$ cat src/pkg/codec_ctl_pkg.sv
// constants shared by the codec control ends and their link
// assumes a 50 MHz system clock on both ends
package codec_ctl_pkg;
  // --------------------------------------------------------
  // clock and sequencing
  // --------------------------------------------------------
  localparam int CLK_HZ = 50_000_000;
  localparam int SEQ_KHZ = 256;  // internal sequencing clock
  localparam int FRAME_KHZ = 8;  // frame sync rate
  localparam logic [5:0] TICKS_PER_FRAME = 6'(SEQ_KHZ / FRAME_KHZ);
  localparam int IDLE_FRAMES = 4;  // frames of idle syncs before power-down
  localparam logic [7:0] IDLE_TICKS = 8'(IDLE_FRAMES * (SEQ_KHZ / FRAME_KHZ));
  localparam logic [1:0] PWRUP_FRAMES = 2'h2;  // syncs with output held off
  localparam logic [1:0] MISS_FRAMES = 2'h2;  // syncs without receive sync
  localparam int STILL_NS = 20000;  // bit clock still this long = held
  localparam logic [10:0] STILL_CYC = 11'((STILL_NS * (CLK_HZ / 1_000_000) + 999) / 1000);
  // master clock edges per frame that the prescaler accepts
  localparam logic [9:0] MCLK_RATIOS [7] = '{10'h020, 10'h040, 10'h0c0, 10'h0c1,
                                             10'h100, 10'h140, 10'h200};
  localparam int RATIO_SHIFT = 5;  // edges per frame / ticks per frame
  localparam logic [3:0] WORD_BITS = 4'h8;
  localparam logic [3:0] B2_SKIP = 4'h8;  // bit slots before the second b channel
  // --------------------------------------------------------
  // link pins as seen by the device synchroniser
  // --------------------------------------------------------
  localparam int NPINS = 10;
  localparam int P_MCLK = 0, P_FST = 1, P_FSR = 2, P_BCT = 3, P_BCR = 4;
  localparam int P_PDN = 5, P_LAW = 6, P_PAI = 7, P_DR = 8, P_TIN = 9;
  localparam logic [1:0] STRAP_LOW = 2'h1, STRAP_HIGH = 2'h2;
  typedef enum logic [1:0] {MODE_FRAME_SYNC, MODE_FIRST_ISDN, MODE_GCI} timing_mode_t;
  // --------------------------------------------------------
  // controller registers on apb
  // --------------------------------------------------------
  localparam logic [11:0] CTRL_OFS = 12'h000, TXW_OFS = 12'h004;
  localparam logic [11:0] RXW_OFS = 12'h008, STAT_OFS = 12'h00c;
  localparam int C_PDN = 0, C_LAW = 1, C_TIN = 2, C_PAI = 4, C_FS_EN = 5, C_B2 = 6, C_BCR = 7;
  localparam logic [8:0] CTRL_RESET = 9'h023;
  localparam logic [4:0] BCLK_HALF = 5'h0c;  // system clocks per bit clock half
  localparam logic [7:0] LAST_BIT = 8'hff;  // bit slots per frame minus one
endpackage : codec_ctl_pkg

$ cat src/pkg/codec_link_if.sv
// link between the timing controller and the codec control
// assumes both ends run from the same system clock
`timescale 1ns/1ns
`default_nettype none
interface codec_link_if;
  logic       mclk;
  logic       tx_frame_sync;
  logic       rx_frame_sync;
  logic       tx_bit_clock;
  logic       rx_bit_clock;
  logic       power_down_n;
  logic       law_select;
  logic [1:0] tx_amp_noninv_in;  // 0 analog, 1 strapped low, 2 strapped high
  logic       power_amp_in;
  logic       rx_serial_in;
  logic       tx_serial_out;
  logic       tx_serial_oe;
  modport device (input mclk, tx_frame_sync, rx_frame_sync, tx_bit_clock, rx_bit_clock,
                  power_down_n, law_select, tx_amp_noninv_in, power_amp_in, rx_serial_in,
                  output tx_serial_out, tx_serial_oe);
  modport host (output mclk, tx_frame_sync, rx_frame_sync, tx_bit_clock, rx_bit_clock,
                power_down_n, law_select, tx_amp_noninv_in, power_amp_in, rx_serial_in,
                input tx_serial_out, tx_serial_oe);
endinterface : codec_link_if
`default_nettype wire

$ cat src/core/pin_sync.sv
// three-stage pin synchroniser with agreed level and edge pulses
// assumes asynchronous pins and one system clock
`timescale 1ns/1ns
`default_nettype none
module pin_sync #(
  parameter int W = 1
) (
  // clock and reset
  input  wire logic         clk_in,
  input  wire logic         nrst_in,
  // pins and result
  input  wire logic [W-1:0] pin_in,
  output logic      [W-1:0] lvl_out,
  output logic      [W-1:0] rise_out,
  output logic      [W-1:0] fall_out
);
  typedef struct packed {
    logic [W-1:0] s1;
    logic [W-1:0] s2;
    logic [W-1:0] s3;
    logic [W-1:0] lvl;
  } sync_t;
  sync_t st_r, st_nxt;
  logic [W-1:0] agree;
  // level moves only when the second and third stage agree
  always_comb begin
    st_nxt = st_r;
    st_nxt.s1 = pin_in;
    st_nxt.s2 = st_r.s1;
    st_nxt.s3 = st_r.s2;
    for (int i = 0; i < W; i++) begin
      if (agree[i]) begin
        st_nxt.lvl[i] = st_r.s2[i];
      end
    end
  end
  assign agree = ~(st_r.s2 ^ st_r.s3);
  assign rise_out = agree & st_r.s2 & ~st_r.lvl;
  assign fall_out = agree & ~st_r.s2 & st_r.lvl;
  assign lvl_out = st_r.lvl;
  always_ff @(posedge clk_in or negedge nrst_in) begin
    if (!nrst_in) begin
      st_r <= '0;
    end else begin
      st_r <= st_nxt;
    end
  end
endmodule : pin_sync
`default_nettype wire

$ cat src/core/codec_ctl_device.sv
// digital control of the codec: law, power sequencing, prescaler, pcm shifting
// assumes link pins arrive asynchronously and are sampled on clk_in
//
// How it works
// law pin picks mu-law or a-law both ways
// power-down input low gates clocks, floats outputs
// transmit data floats two frames after power-up
// strap high: amp off, amp output feeds filter
// strap low: amp off, inverting input feeds filter
// power amp strap high floats both drivers
// receive sync idle mutes receive to mid-reference; the code mutes only in frame sync mode
// prescaler divides accepted master clocks to 256 kHz
// host aligns slow master clock with frame sync
// host should align fast master clock too
// frame sync times each transmitted pcm word
// both syncs idle several frames powers down
// transmit bit clock shifts; isdn also receive
// host keeps bit clock within mode range
// receive bit clock level selects timing mode
// isdn receive sync level picks b channel
// wake needs power-down high plus clocks, syncs
// prescaler behaves alike in every mode
// one power-down state from input or idle
// idle counter counts ticks, cleared by syncs
//
// The implementer's own choices: the placing of the registers and the APB register port.
`timescale 1ns/1ns
`default_nettype none
module codec_ctl_device
  import codec_ctl_pkg::*;
(
  // clock and reset
  input  wire logic   clk_in,
  input  wire logic   nrst_in,
  // link
  codec_link_if.device link,
  // pcm words
  input  wire logic [7:0] tx_word_in,
  output logic            tx_word_taken_out,
  output logic [7:0]      rx_word_out,
  output logic            rx_word_valid_out,
  // analog control
  output logic         mu_law_out,
  output logic         clocks_en_out,
  output logic         analog_out_en_out,
  output logic         mid_ref_pullup_out,
  output logic         tx_amp_drive_en_out,
  output logic         tx_filter_from_tg_out,
  output logic         power_amp_en_out,
  output logic         rx_filter_to_mid_out,
  // status
  output logic         seq_tick_out,
  output logic         prescaler_locked_out,
  output logic [4:0]   prescale_div_out,
  output timing_mode_t timing_mode_out,
  output logic         b2_select_out
);
  typedef struct packed {
    logic [9:0]  mc_cnt;    // master clock edges this frame
    logic [4:0]  div;       // edges per sequencing tick
    logic [4:0]  phase;
    logic        locked;
    logic        tick;
    logic [7:0]  idle_cnt;
    logic [1:0]  pwrup;     // frame syncs seen since power-up
    logic [10:0] still;     // cycles since receive bit clock moved
    logic [1:0]  miss;      // frame syncs without receive sync
    logic        tx_arm;
    logic [3:0]  tx_skip;
    logic [3:0]  tx_cnt;
    logic [7:0]  tx_sh;
    logic        dt;
    logic        dt_oe;
    logic        taken;
    logic        rx_arm;
    logic [3:0]  rx_skip;
    logic [3:0]  rx_cnt;
    logic [7:0]  rx_sh;
    logic [7:0]  rx_word;
    logic        rx_vld;
  } dev_t;
  dev_t st_r, st_nxt;
  logic [NPINS-1:0] lvl, rise, fall;
  logic [NPINS-1:0] pins;
  logic             pd_state;
  logic             isdn;
  logic             ratio_ok;
  timing_mode_t     mode;
  // --------------------------------------------------------
  // pin synchronisers
  // --------------------------------------------------------
  // link inputs enter through three flip-flops; the amp strap outputs decode tx_amp_noninv_in unsynchronised
  always_comb begin
    pins = '0;
    pins[P_MCLK] = link.mclk;
    pins[P_FST] = link.tx_frame_sync;
    pins[P_FSR] = link.rx_frame_sync;
    pins[P_BCT] = link.tx_bit_clock;
    pins[P_BCR] = link.rx_bit_clock;
    pins[P_PDN] = link.power_down_n;
    pins[P_LAW] = link.law_select;
    pins[P_PAI] = link.power_amp_in;
    pins[P_DR] = link.rx_serial_in;
    pins[P_TIN] = link.tx_amp_noninv_in == STRAP_HIGH;
  end
  pin_sync #(.W(NPINS)) u_sync (
    .clk_in   (clk_in),
    .nrst_in  (nrst_in),
    .pin_in   (pins),
    .lvl_out  (lvl),
    .rise_out (rise),
    .fall_out (fall)
  );
  // --------------------------------------------------------
  // mode and power decode
  // --------------------------------------------------------
  // a still receive bit clock picks an isdn mode by its level
  always_comb begin
    if (st_r.still != STILL_CYC) begin
      mode = MODE_FRAME_SYNC;
    end else if (lvl[P_BCR]) begin
      mode = MODE_FIRST_ISDN;
    end else begin
      mode = MODE_GCI;
    end
  end
  assign isdn = mode != MODE_FRAME_SYNC;
  assign pd_state = !lvl[P_PDN] || st_r.idle_cnt == IDLE_TICKS;
  // frame length in master clock edges must be an accepted one
  always_comb begin
    ratio_ok = 1'b0;
    for (int i = 0; i < 7; i++) begin
      if (st_r.mc_cnt == MCLK_RATIOS[i]) begin
        ratio_ok = 1'b1;
      end
    end
  end
  // --------------------------------------------------------
  // next state
  // --------------------------------------------------------
  always_comb begin
    st_nxt = st_r;
    st_nxt.tick = 1'b0;
    st_nxt.taken = 1'b0;
    st_nxt.rx_vld = 1'b0;
    // prescaler, same in all modes; frame sync realigns the divider
    if (rise[P_FST]) begin
      st_nxt.locked = ratio_ok;
      st_nxt.div = st_r.mc_cnt[RATIO_SHIFT+4:RATIO_SHIFT];
      // an aligned master clock edge in the sync cycle opens the new frame
      st_nxt.mc_cnt = {9'h000, rise[P_MCLK]};
      st_nxt.phase = {4'h0, rise[P_MCLK]};
    end else if (rise[P_MCLK]) begin
      if (st_r.mc_cnt != 10'h3ff) begin
        st_nxt.mc_cnt = st_r.mc_cnt + 10'h001;
      end
      if (st_r.locked && st_r.phase + 5'h01 >= st_r.div) begin
        st_nxt.phase = '0;
        st_nxt.tick = 1'b1;
      end else begin
        st_nxt.phase = st_r.phase + 5'h01;
      end
    end
    // idle sync detector on sequencing ticks
    if (lvl[P_FST] || lvl[P_FSR]) begin
      st_nxt.idle_cnt = '0;
    end else if (st_r.tick && st_r.idle_cnt != IDLE_TICKS) begin
      st_nxt.idle_cnt = st_r.idle_cnt + 8'h01;
    end
    // power-up hold-off counted in frame syncs
    if (pd_state) begin
      st_nxt.pwrup = '0;
    end else if (rise[P_FST] && st_r.pwrup != PWRUP_FRAMES) begin
      st_nxt.pwrup = st_r.pwrup + 2'h1;
    end
    // receive bit clock activity
    if (rise[P_BCR] || fall[P_BCR]) begin
      st_nxt.still = '0;
    end else if (st_r.still != STILL_CYC) begin
      st_nxt.still = st_r.still + 11'h001;
    end
    // half-channel: transmit syncs arrive without receive syncs
    if (rise[P_FSR]) begin
      st_nxt.miss = '0;
    end else if (rise[P_FST] && st_r.miss != MISS_FRAMES) begin
      st_nxt.miss = st_r.miss + 2'h1;
    end
    // transmit shifter, armed by the transmit frame sync
    if (rise[P_FST]) begin
      st_nxt.tx_arm = 1'b1;
      st_nxt.tx_skip = (isdn && lvl[P_FSR]) ? B2_SKIP : 4'h0;
      st_nxt.tx_cnt = '0;
      st_nxt.tx_sh = tx_word_in;
      st_nxt.taken = 1'b1;
    end else if (rise[P_BCT] && st_r.tx_arm) begin
      if (st_r.tx_skip != 4'h0) begin
        st_nxt.tx_skip = st_r.tx_skip - 4'h1;
      end else if (st_r.tx_cnt == WORD_BITS) begin
        st_nxt.tx_arm = 1'b0;
        st_nxt.dt_oe = 1'b0;
      end else begin
        st_nxt.dt = st_r.tx_sh[7];
        st_nxt.tx_sh = {st_r.tx_sh[6:0], 1'b0};
        st_nxt.tx_cnt = st_r.tx_cnt + 4'h1;
        st_nxt.dt_oe = st_r.pwrup == PWRUP_FRAMES;
      end
    end
    if (pd_state) begin
      st_nxt.dt_oe = 1'b0;
      st_nxt.tx_arm = 1'b0;
    end
    // receive shifter: own clock and sync, or transmit ones in isdn
    if (isdn ? rise[P_FST] : rise[P_FSR]) begin
      st_nxt.rx_arm = !pd_state;
      st_nxt.rx_skip = (isdn && lvl[P_FSR]) ? B2_SKIP : 4'h0;
      st_nxt.rx_cnt = '0;
    end else if ((isdn ? fall[P_BCT] : fall[P_BCR]) && st_r.rx_arm) begin
      if (st_r.rx_skip != 4'h0) begin
        st_nxt.rx_skip = st_r.rx_skip - 4'h1;
      end else begin
        st_nxt.rx_sh = {st_r.rx_sh[6:0], lvl[P_DR]};
        st_nxt.rx_cnt = st_r.rx_cnt + 4'h1;
        if (st_r.rx_cnt == WORD_BITS - 4'h1) begin
          st_nxt.rx_arm = 1'b0;
          st_nxt.rx_word = {st_r.rx_sh[6:0], lvl[P_DR]};
          st_nxt.rx_vld = 1'b1;
        end
      end
    end
  end
  always_ff @(posedge clk_in or negedge nrst_in) begin
    if (!nrst_in) begin
      st_r <= '0;
    end else begin
      st_r <= st_nxt;
    end
  end
  // --------------------------------------------------------
  // outputs
  // --------------------------------------------------------
  // link data and pcm words
  assign link.tx_serial_out = st_r.dt;
  assign link.tx_serial_oe = st_r.dt_oe;
  assign tx_word_taken_out = st_r.taken;
  assign rx_word_out = st_r.rx_word;
  assign rx_word_valid_out = st_r.rx_vld;
  // analog enables follow the one power-down state; law, filter source and mute do not
  assign mu_law_out = lvl[P_LAW];
  assign clocks_en_out = !pd_state;
  assign analog_out_en_out = !pd_state;
  assign mid_ref_pullup_out = pd_state;
  assign tx_amp_drive_en_out = !pd_state && link.tx_amp_noninv_in == 2'h0;
  assign tx_filter_from_tg_out = link.tx_amp_noninv_in != STRAP_LOW;
  assign power_amp_en_out = !pd_state && !lvl[P_PAI];
  assign rx_filter_to_mid_out = mode == MODE_FRAME_SYNC && st_r.miss == MISS_FRAMES;
  // status
  assign seq_tick_out = st_r.tick && !pd_state;
  assign prescaler_locked_out = st_r.locked;
  assign prescale_div_out = st_r.div;
  assign timing_mode_out = mode;
  assign b2_select_out = isdn && lvl[P_FSR];
endmodule : codec_ctl_device
`default_nettype wire

$ cat src/flat_wrapper.sv
// flat-port wrapper written by rule: the top's interface ports become plain ports
module codec_ctl_device_flat import codec_ctl_pkg::*;
  (clk_in, nrst_in, tx_word_in, tx_word_taken_out, rx_word_out, rx_word_valid_out, mu_law_out, clocks_en_out, analog_out_en_out, mid_ref_pullup_out, tx_amp_drive_en_out, tx_filter_from_tg_out, power_amp_en_out, rx_filter_to_mid_out, seq_tick_out, prescaler_locked_out, prescale_div_out, timing_mode_out, b2_select_out, link_mclk, link_tx_frame_sync, link_rx_frame_sync, link_tx_bit_clock, link_rx_bit_clock, link_power_down_n, link_law_select, link_tx_amp_noninv_in, link_power_amp_in, link_rx_serial_in, link_tx_serial_out, link_tx_serial_oe);
  codec_link_if link_i ();
  input  wire logic clk_in;
  input  wire logic nrst_in;
  input  wire logic [7:0] tx_word_in;
  output logic tx_word_taken_out;
  output logic [7:0] rx_word_out;
  output logic rx_word_valid_out;
  output logic mu_law_out;
  output logic clocks_en_out;
  output logic analog_out_en_out;
  output logic mid_ref_pullup_out;
  output logic tx_amp_drive_en_out;
  output logic tx_filter_from_tg_out;
  output logic power_amp_en_out;
  output logic rx_filter_to_mid_out;
  output logic seq_tick_out;
  output logic prescaler_locked_out;
  output logic [4:0] prescale_div_out;
  output timing_mode_t timing_mode_out;
  output logic b2_select_out;
  input wire logic [$bits(link_i.mclk)-1:0] link_mclk;
  input wire logic [$bits(link_i.tx_frame_sync)-1:0] link_tx_frame_sync;
  input wire logic [$bits(link_i.rx_frame_sync)-1:0] link_rx_frame_sync;
  input wire logic [$bits(link_i.tx_bit_clock)-1:0] link_tx_bit_clock;
  input wire logic [$bits(link_i.rx_bit_clock)-1:0] link_rx_bit_clock;
  input wire logic [$bits(link_i.power_down_n)-1:0] link_power_down_n;
  input wire logic [$bits(link_i.law_select)-1:0] link_law_select;
  input wire logic [$bits(link_i.tx_amp_noninv_in)-1:0] link_tx_amp_noninv_in;
  input wire logic [$bits(link_i.power_amp_in)-1:0] link_power_amp_in;
  input wire logic [$bits(link_i.rx_serial_in)-1:0] link_rx_serial_in;
  output wire logic [$bits(link_i.tx_serial_out)-1:0] link_tx_serial_out;
  output wire logic [$bits(link_i.tx_serial_oe)-1:0] link_tx_serial_oe;
  assign link_i.mclk = link_mclk;
  assign link_i.tx_frame_sync = link_tx_frame_sync;
  assign link_i.rx_frame_sync = link_rx_frame_sync;
  assign link_i.tx_bit_clock = link_tx_bit_clock;
  assign link_i.rx_bit_clock = link_rx_bit_clock;
  assign link_i.power_down_n = link_power_down_n;
  assign link_i.law_select = link_law_select;
  assign link_i.tx_amp_noninv_in = link_tx_amp_noninv_in;
  assign link_i.power_amp_in = link_power_amp_in;
  assign link_i.rx_serial_in = link_rx_serial_in;
  assign link_tx_serial_out = link_i.tx_serial_out;
  assign link_tx_serial_oe = link_i.tx_serial_oe;
  codec_ctl_device u_core (.clk_in(clk_in), .nrst_in(nrst_in), .link(link_i), .tx_word_in(tx_word_in), .tx_word_taken_out(tx_word_taken_out), .rx_word_out(rx_word_out), .rx_word_valid_out(rx_word_valid_out), .mu_law_out(mu_law_out), .clocks_en_out(clocks_en_out), .analog_out_en_out(analog_out_en_out), .mid_ref_pullup_out(mid_ref_pullup_out), .tx_amp_drive_en_out(tx_amp_drive_en_out), .tx_filter_from_tg_out(tx_filter_from_tg_out), .power_amp_en_out(power_amp_en_out), .rx_filter_to_mid_out(rx_filter_to_mid_out), .seq_tick_out(seq_tick_out), .prescaler_locked_out(prescaler_locked_out), .prescale_div_out(prescale_div_out), .timing_mode_out(timing_mode_out), .b2_select_out(b2_select_out));
endmodule
$ cat config.mk
export PLATFORM = sky130hd
export DESIGN_NAME = codec_ctl_device_flat
export DESIGN_NICKNAME = d
export VERILOG_FILES = /design/src/pkg/codec_ctl_pkg.sv /design/src/pkg/codec_link_if.sv /design/src/core/pin_sync.sv /design/src/core/codec_ctl_device.sv /design/src/flat_wrapper.sv
export SDC_FILE = /design/constraint.sdc
export NUM_CORES = 1
export LEC_CHECK = 0
export BUFFER_PORTS_ARGS = -buffer_cell sky130_fd_sc_hd__buf_2
export CORE_MARGIN = 2
export CORE_UTILIZATION = 50
export DETAILED_ROUTE_END_ITERATION = 10
export HOLD_SLACK_MARGIN = 0.02
export PLACE_DENSITY = 0.66
export SLEW_MARGIN = 40
export SYNTH_ARGS = -nofsm -noshare
export SYNTH_HDL_FRONTEND = slang
export SYNTH_SLANG_ARGS = --single-unit
$ cat constraint.sdc
create_clock -name clk_in -period 3 [get_ports clk_in]
set_input_delay 0.6 -clock clk_in [delete_from_list [all_inputs] [get_ports clk_in]]
set_output_delay 0.6 -clock clk_in [all_outputs]
set_load 0.01 [all_outputs]
### Word level (Yosys, flattened, before mapping)

Index checks and enable logic that the tools add are counted.

* bits of input ports: 21
* output and inout bits: 30
* flip-flop bits (word level): 127
* logic and storage cells: 178

* equality and inequality tests: 24
* reductions and logical operators: 47
* add/subtract/negate cells: 10
* bitwise logic cells: 13
* mux-type cells: 49
* $lt $le $gt $ge: 1

Operator list (count)
* $mux W10: 3
* $mux W26: 1
* $reduce_bool A2 Y1: 13
* $mux W1: 22
* $mux W11: 2
* $mux W21: 1
* $and A5 B5 Y5: 4
* $eq A10 B8 Y1 const B: 2
* $eq A10 B9 Y1 const B: 2
* $mux W19: 1
* $mux W9: 2
* $mux W17: 1
* $mux W8: 2
* $mux W5: 3
* $reduce_and A3 Y1: 5
* $mux W14: 1
* $mux W13: 1
* $mux W2: 6
* $mux W4: 3
* $add A11 B1 Y11 const B: 1
* $logic_and A1 B1 Y1: 11
* $ne A11 B10 Y1 const B: 1
* $add A10 B1 Y10 const B: 1
* $eq A10 B10 Y1 const B: 1
* 28 further kinds: 54

### Logic depth before layout (Yosys ltp)

* depth after elaboration: 8
* depth in mapped cells: 9
* depth with buffers taken out: 7

### Modules after synthesis

A second synthesis with hierarchy kept.

* cell total of the unflattened synthesis: 588
* area, all modules: 6356.1 um^2

Modules (own cells, without submodules)
* codec_ctl_device: cells an instance 468, instances 1, area an instance 4679.5 um^2, seq. area each 2252.2 um^2
* pin_sync: cells an instance 120, instances 1, area an instance 1676.6 um^2, seq. area each 1001.0 um^2

### Worst setup path after synthesis

Ideal clock, no wire load.

* path type: reg2reg
* start: register u_core.st_r[48] (netlist name)
* end: register u_core.st_r[21] (netlist name)
* stages on the path, launching flop included: 9
* slack: 0.835 ns
* setup time: 0.080 ns
* path buffers: 1
* arrival time: 2.084 ns
* cell sequence: dfrtp_1 inv_1 ha_1 nor2b_1 and4_1 clkbuf_1 mux2_2 or3_1 a21oi_1

* longest elaborated chain between the ends: 7
* elaborated cells between the ends (all ways): 10

Ends and longest elaborated chain
* from (decl): RTL line codec_ctl_device.sv:82 `dev_t st_r, st_nxt;`
* from (signal assigned): RTL line codec_ctl_device.sv:235 `st_r <= st_nxt;`
* $ne A11 B10 Y1 (*): RTL line codec_ctl_device.sv:119 `if (st_r.still != STILL_CYC) begin`
* $mux W2 (*): RTL line codec_ctl_device.sv:119
* $reduce_bool A2 Y1 (*): RTL line codec_ctl_device.sv:127 `assign isdn = mode != MODE_FRAME_SYNC;`
* $mux W1: RTL line codec_ctl_device.sv:217 `end else if ((isdn ? fall[P_BCT] : fall[P_BCR]) && st_r.rx_arm) begin`
* $logic_and A1 B1 Y1: RTL line codec_ctl_device.sv:217
* $reduce_bool A2 Y1 (no source line)
* $reduce_and A2 Y1 (no source line)

Mark *: on every way between the ends. The rest lies on a longest branch, timed or not.
A chain may end at the register's enable or synchronous reset.

### Worst setup path after layout

* start: register u_core.st_r[48] (netlist name)
* end: output b2_select_out

* longest elaborated chain between the ends: 4

Ends and longest elaborated chain
* $ne A11 B10 Y1: RTL line codec_ctl_device.sv:119
* $mux W2: RTL line codec_ctl_device.sv:119
* $reduce_bool A2 Y1: RTL line codec_ctl_device.sv:127
* $logic_and A1 B1 Y1: RTL line codec_ctl_device.sv:261 `assign b2_select_out = isdn && lvl[P_FSR];`
* to (decl): RTL line flat_wrapper.sv:23 `output logic b2_select_out;`

Every way passes these cells.

==> summary.txt <==
Worst setup path
  • Critical path arrival: 2.19 ns
  • R2R setup slack: between 0.4 and 0.5 ns
  • Critical path launch point: u_core.st_r[48]$_DFFE_PN0P_
  • Critical-path maximum fanout: 8
  • Reg2reg end: u_core.st_r[10]$_DFFE_PN0P_
  • FF-to-FF path depth: 7
  • RR Startpoint: u_core.st_r[21]$_DFFE_PN0P_
  • Worst Path Required: between 2 and 2.5 ns
  • Startpoint Class: register
  • Worst setup path class: register to primary output
  • Setup crit end kind: primary output

Min path
  • Hold crit path type: primary input to asynchronous set/reset pin

Timing
  • Fin Hold WS: 0.134 ns
  • Final period utilization: 93.1%
  • Final Hold Viols: 0
  • RSZ-0062 raised after global routing: no
  • Final Skew: approximately 0.0064 ns
  • Worst slew pin tran: ~0.8 ns
  • Fin Setup TNS: 0 ns
  • Final setup viols: 0
  • Fin. max-slew vios: 0
  • Relative max-transition margin: between 40% and 50%
  • Fin crit period: between 2 and 3 ns
  • Max Freq: approximately 360 MHz

Synthesis
  • Area leader, netlist: dfrtp_1
  • Top-area cell type share of the netlist area: 53.9%
  • Post-Synthesis Cells: approximately 540
  • Synth area leaders: dfrtp_1 54%, ha_1 5.8%, xor2_1 3.7%
  • Top-count cell post-synth: dfrtp_1
  • Synth Cell Area: just under 6000 um^2
  • Yosys cell types: 47
  • Mean Syn Cell Area: approximately 11 um^2
  • Async set-reset flop share out of synthesis: 100%
  • Mapped Nets: 583
  • Synth Register Bits: approximately 130
  • Syn. warnings: 0
  • Post-synthesis sequential area ratio: ~54%
  • EDFF count, synth: 0
  • Ys flop type: dfrtp_1
  • Top cells by count, synth: 126 x dfrtp_1, 45 x nand2_1, 44 x nor2_1

Floorplanning
  • Die Ht: around 110 um
  • Die area: between 10000 and 15000 um^2
  • IO Count: 51
  • Initial core utilization: around half
  • Row cnt: 39
  • Core area: roughly 11000 um^2
  • Die width: 112 um

Detailed routing
  • Routed wire per std cell: approximately 15 um
  • Routed wire length: around 11000 um
  • Router iterations before antenna repair: 5
  • Vias/cell: ~5.4
  • Routed Antenna Nets: 0
  • Drc violations: 0
  • 1st-iter DRT viols: about 190
  • Via count: 3959

Layout
  • Utilization after layout: between 50% and 60%
  • NumNets Final: approximately 630
  • Diodes inserted: 0
  • Layout cells sized above 1: between 10% and 20%
  • Fillers: 940
  • Layout area overhead: 15.5%

Global routing
  • Largest net degree at the start of global routing: 57
  • Vias in the first global route: between 4000 and 5000
  • GRT Total Usage: about a fifth
  • Gr ovfl total: 0
  • First-pass GRT wire length: ~19000 um
  • Initial antenna violation count: 0

Clock tree
  • # resized after CTS: 0
  • Postcts setup bufs: 0
  • Clk Latency, worst-skew pair: 0.42 ns
  • Clk buf depth: 2
  • Hold-fix buffers at CTS: 0
  • CTS Buf Count: 17
  • CTS root buffer: clkbuf_16
  • Clock transition at path regs: ~0.060 ns
  • Clock H-tree levels: 4
  • Clk sinks: ~130
  • CTS tree: built

Placed design
  • Hpwl dp: between 7000 and 8000 um
  • Port bufs: 50
  • Gp weighted congestion: around 0.8

Power and ir drop
  • Leak: approximately 3.3 nW
  • Power density cells: around 700 nW/um^2
  • Maximum vdd drop: between 0.0006 and 0.0007 V

Run
  • Number of max-cap violations: 0

Status
  • Outcome: completed
## layer usage
metal	wire, um	track usage (%)	vias to the layer above
li1	-	-	1912
met1	4890	23.6	1972
met2	5580	32.0	59
met3	395	5.51	16
met4	198	7.80	0
met5	0	0	-
## per-stage QoR
step	cells	power [mW]	area, um^2	worst slack [ns]
after floorplan	535	2.50	5850	0.835
after global placement	701	2.66	6140	0.665
after detailed placement	701	2.71	6140	0.518
after CTS	733	4.85	6750	0.217
after global routing	733	5.06	6750	0.112
final	733	4.81	6750	0.208
## worst max-delay path, stage by stage (launching register included)
cell and delay (ns):
dfrtp_1 0.44, inv_1 0.12, ha_1 0.15, nor2b_1 0.26
and4_1 0.44, and2_1 0.23, buf_2 0.15
## final cells by class
cell class | count | area (um^2) | share of cell area [%]
flip-flops and latches | 126 | 3150 | 46.7
multi-input cells | 350 | 2400 | 35.5
clock buffers | 19 | 453 | 6.71
repair buffers | 56 | 310 | 4.59
well taps | 143 | 179 | 2.65
clock inverters | 13 | 163 | 2.41
inverters | 26 | 97.6 | 1.44
## kinds of logic after synthesis
logic type	share of synthesized area (%)
AND/OR/NAND/NOR	15.5
flip-flops	53.9
AO/OA/AOI/OAI	7.41
buffers and inverters	5.03
multiplexers	6.72
XOR/XNOR	4.94
adder cells (fa/ha/maj)	6.46
## flip-flops by register name (all words and copies together), names as in the netlist
register,count
u_core.link.tx_serial_oe,1
u_core.link.tx_serial_out,1
u_core.prescale_div_out,5
u_core.prescaler_locked_out,1
u_core.rx_word_out,8
u_core.rx_word_valid_out,1
u_core.st_r,72
u_core.tx_word_taken_out,1
u_core.u_sync.lvl_out,9
u_core.u_sync.st_nxt,18
u_core.u_sync.st_r,9
## how the worst max path moves through the flow
stage	endpoint	depth (start not counted)
final	b2_select_out	6
after global routing	b2_select_out	6
after CTS	b2_select_out	6
after detailed placement	u_core.st_r[9]$_DFFE_PN0P_	7
after global placement	u_core.st_r[10]$_DFFE_PN0P_	7
after floorplan	u_core.st_r[21]$_DFFE_PN0P_	8
## power by group
part	internal [mW]	total, mW	switching, mW	leakage (nW)
logic	0.284	0.626	0.342	1.37
registers	1.89	2.06	0.176	1.64
clock network	1.35	2.12	0.764	0.296
total	3.52	4.81	1.28	3.30
## placed cells by master (no fill, tap or decap), types with 4 or more instances in the layout
master / count
and4_1: 4
nand2_1: 45
xor2_1: 25
mux2i_1: 13
buf_2: 49
inv_1: 26
ha_1: 27
o21ai_0: 35
nor2_1: 44
nand4_1: 9
clkbuf_16: 17
nor2b_1: 4
nand3_1: 23
a21oi_1: 20
nand2b_1: 6
and2_1: 5
buf_4: 6
mux2_2: 14
mux2_4: 7
maj3_1: 4
or3_1: 9
xnor2_1: 8
and3_1: 5
dfrtp_1: 126
nor3_1: 9
Power figures use the tool's default switching activity.
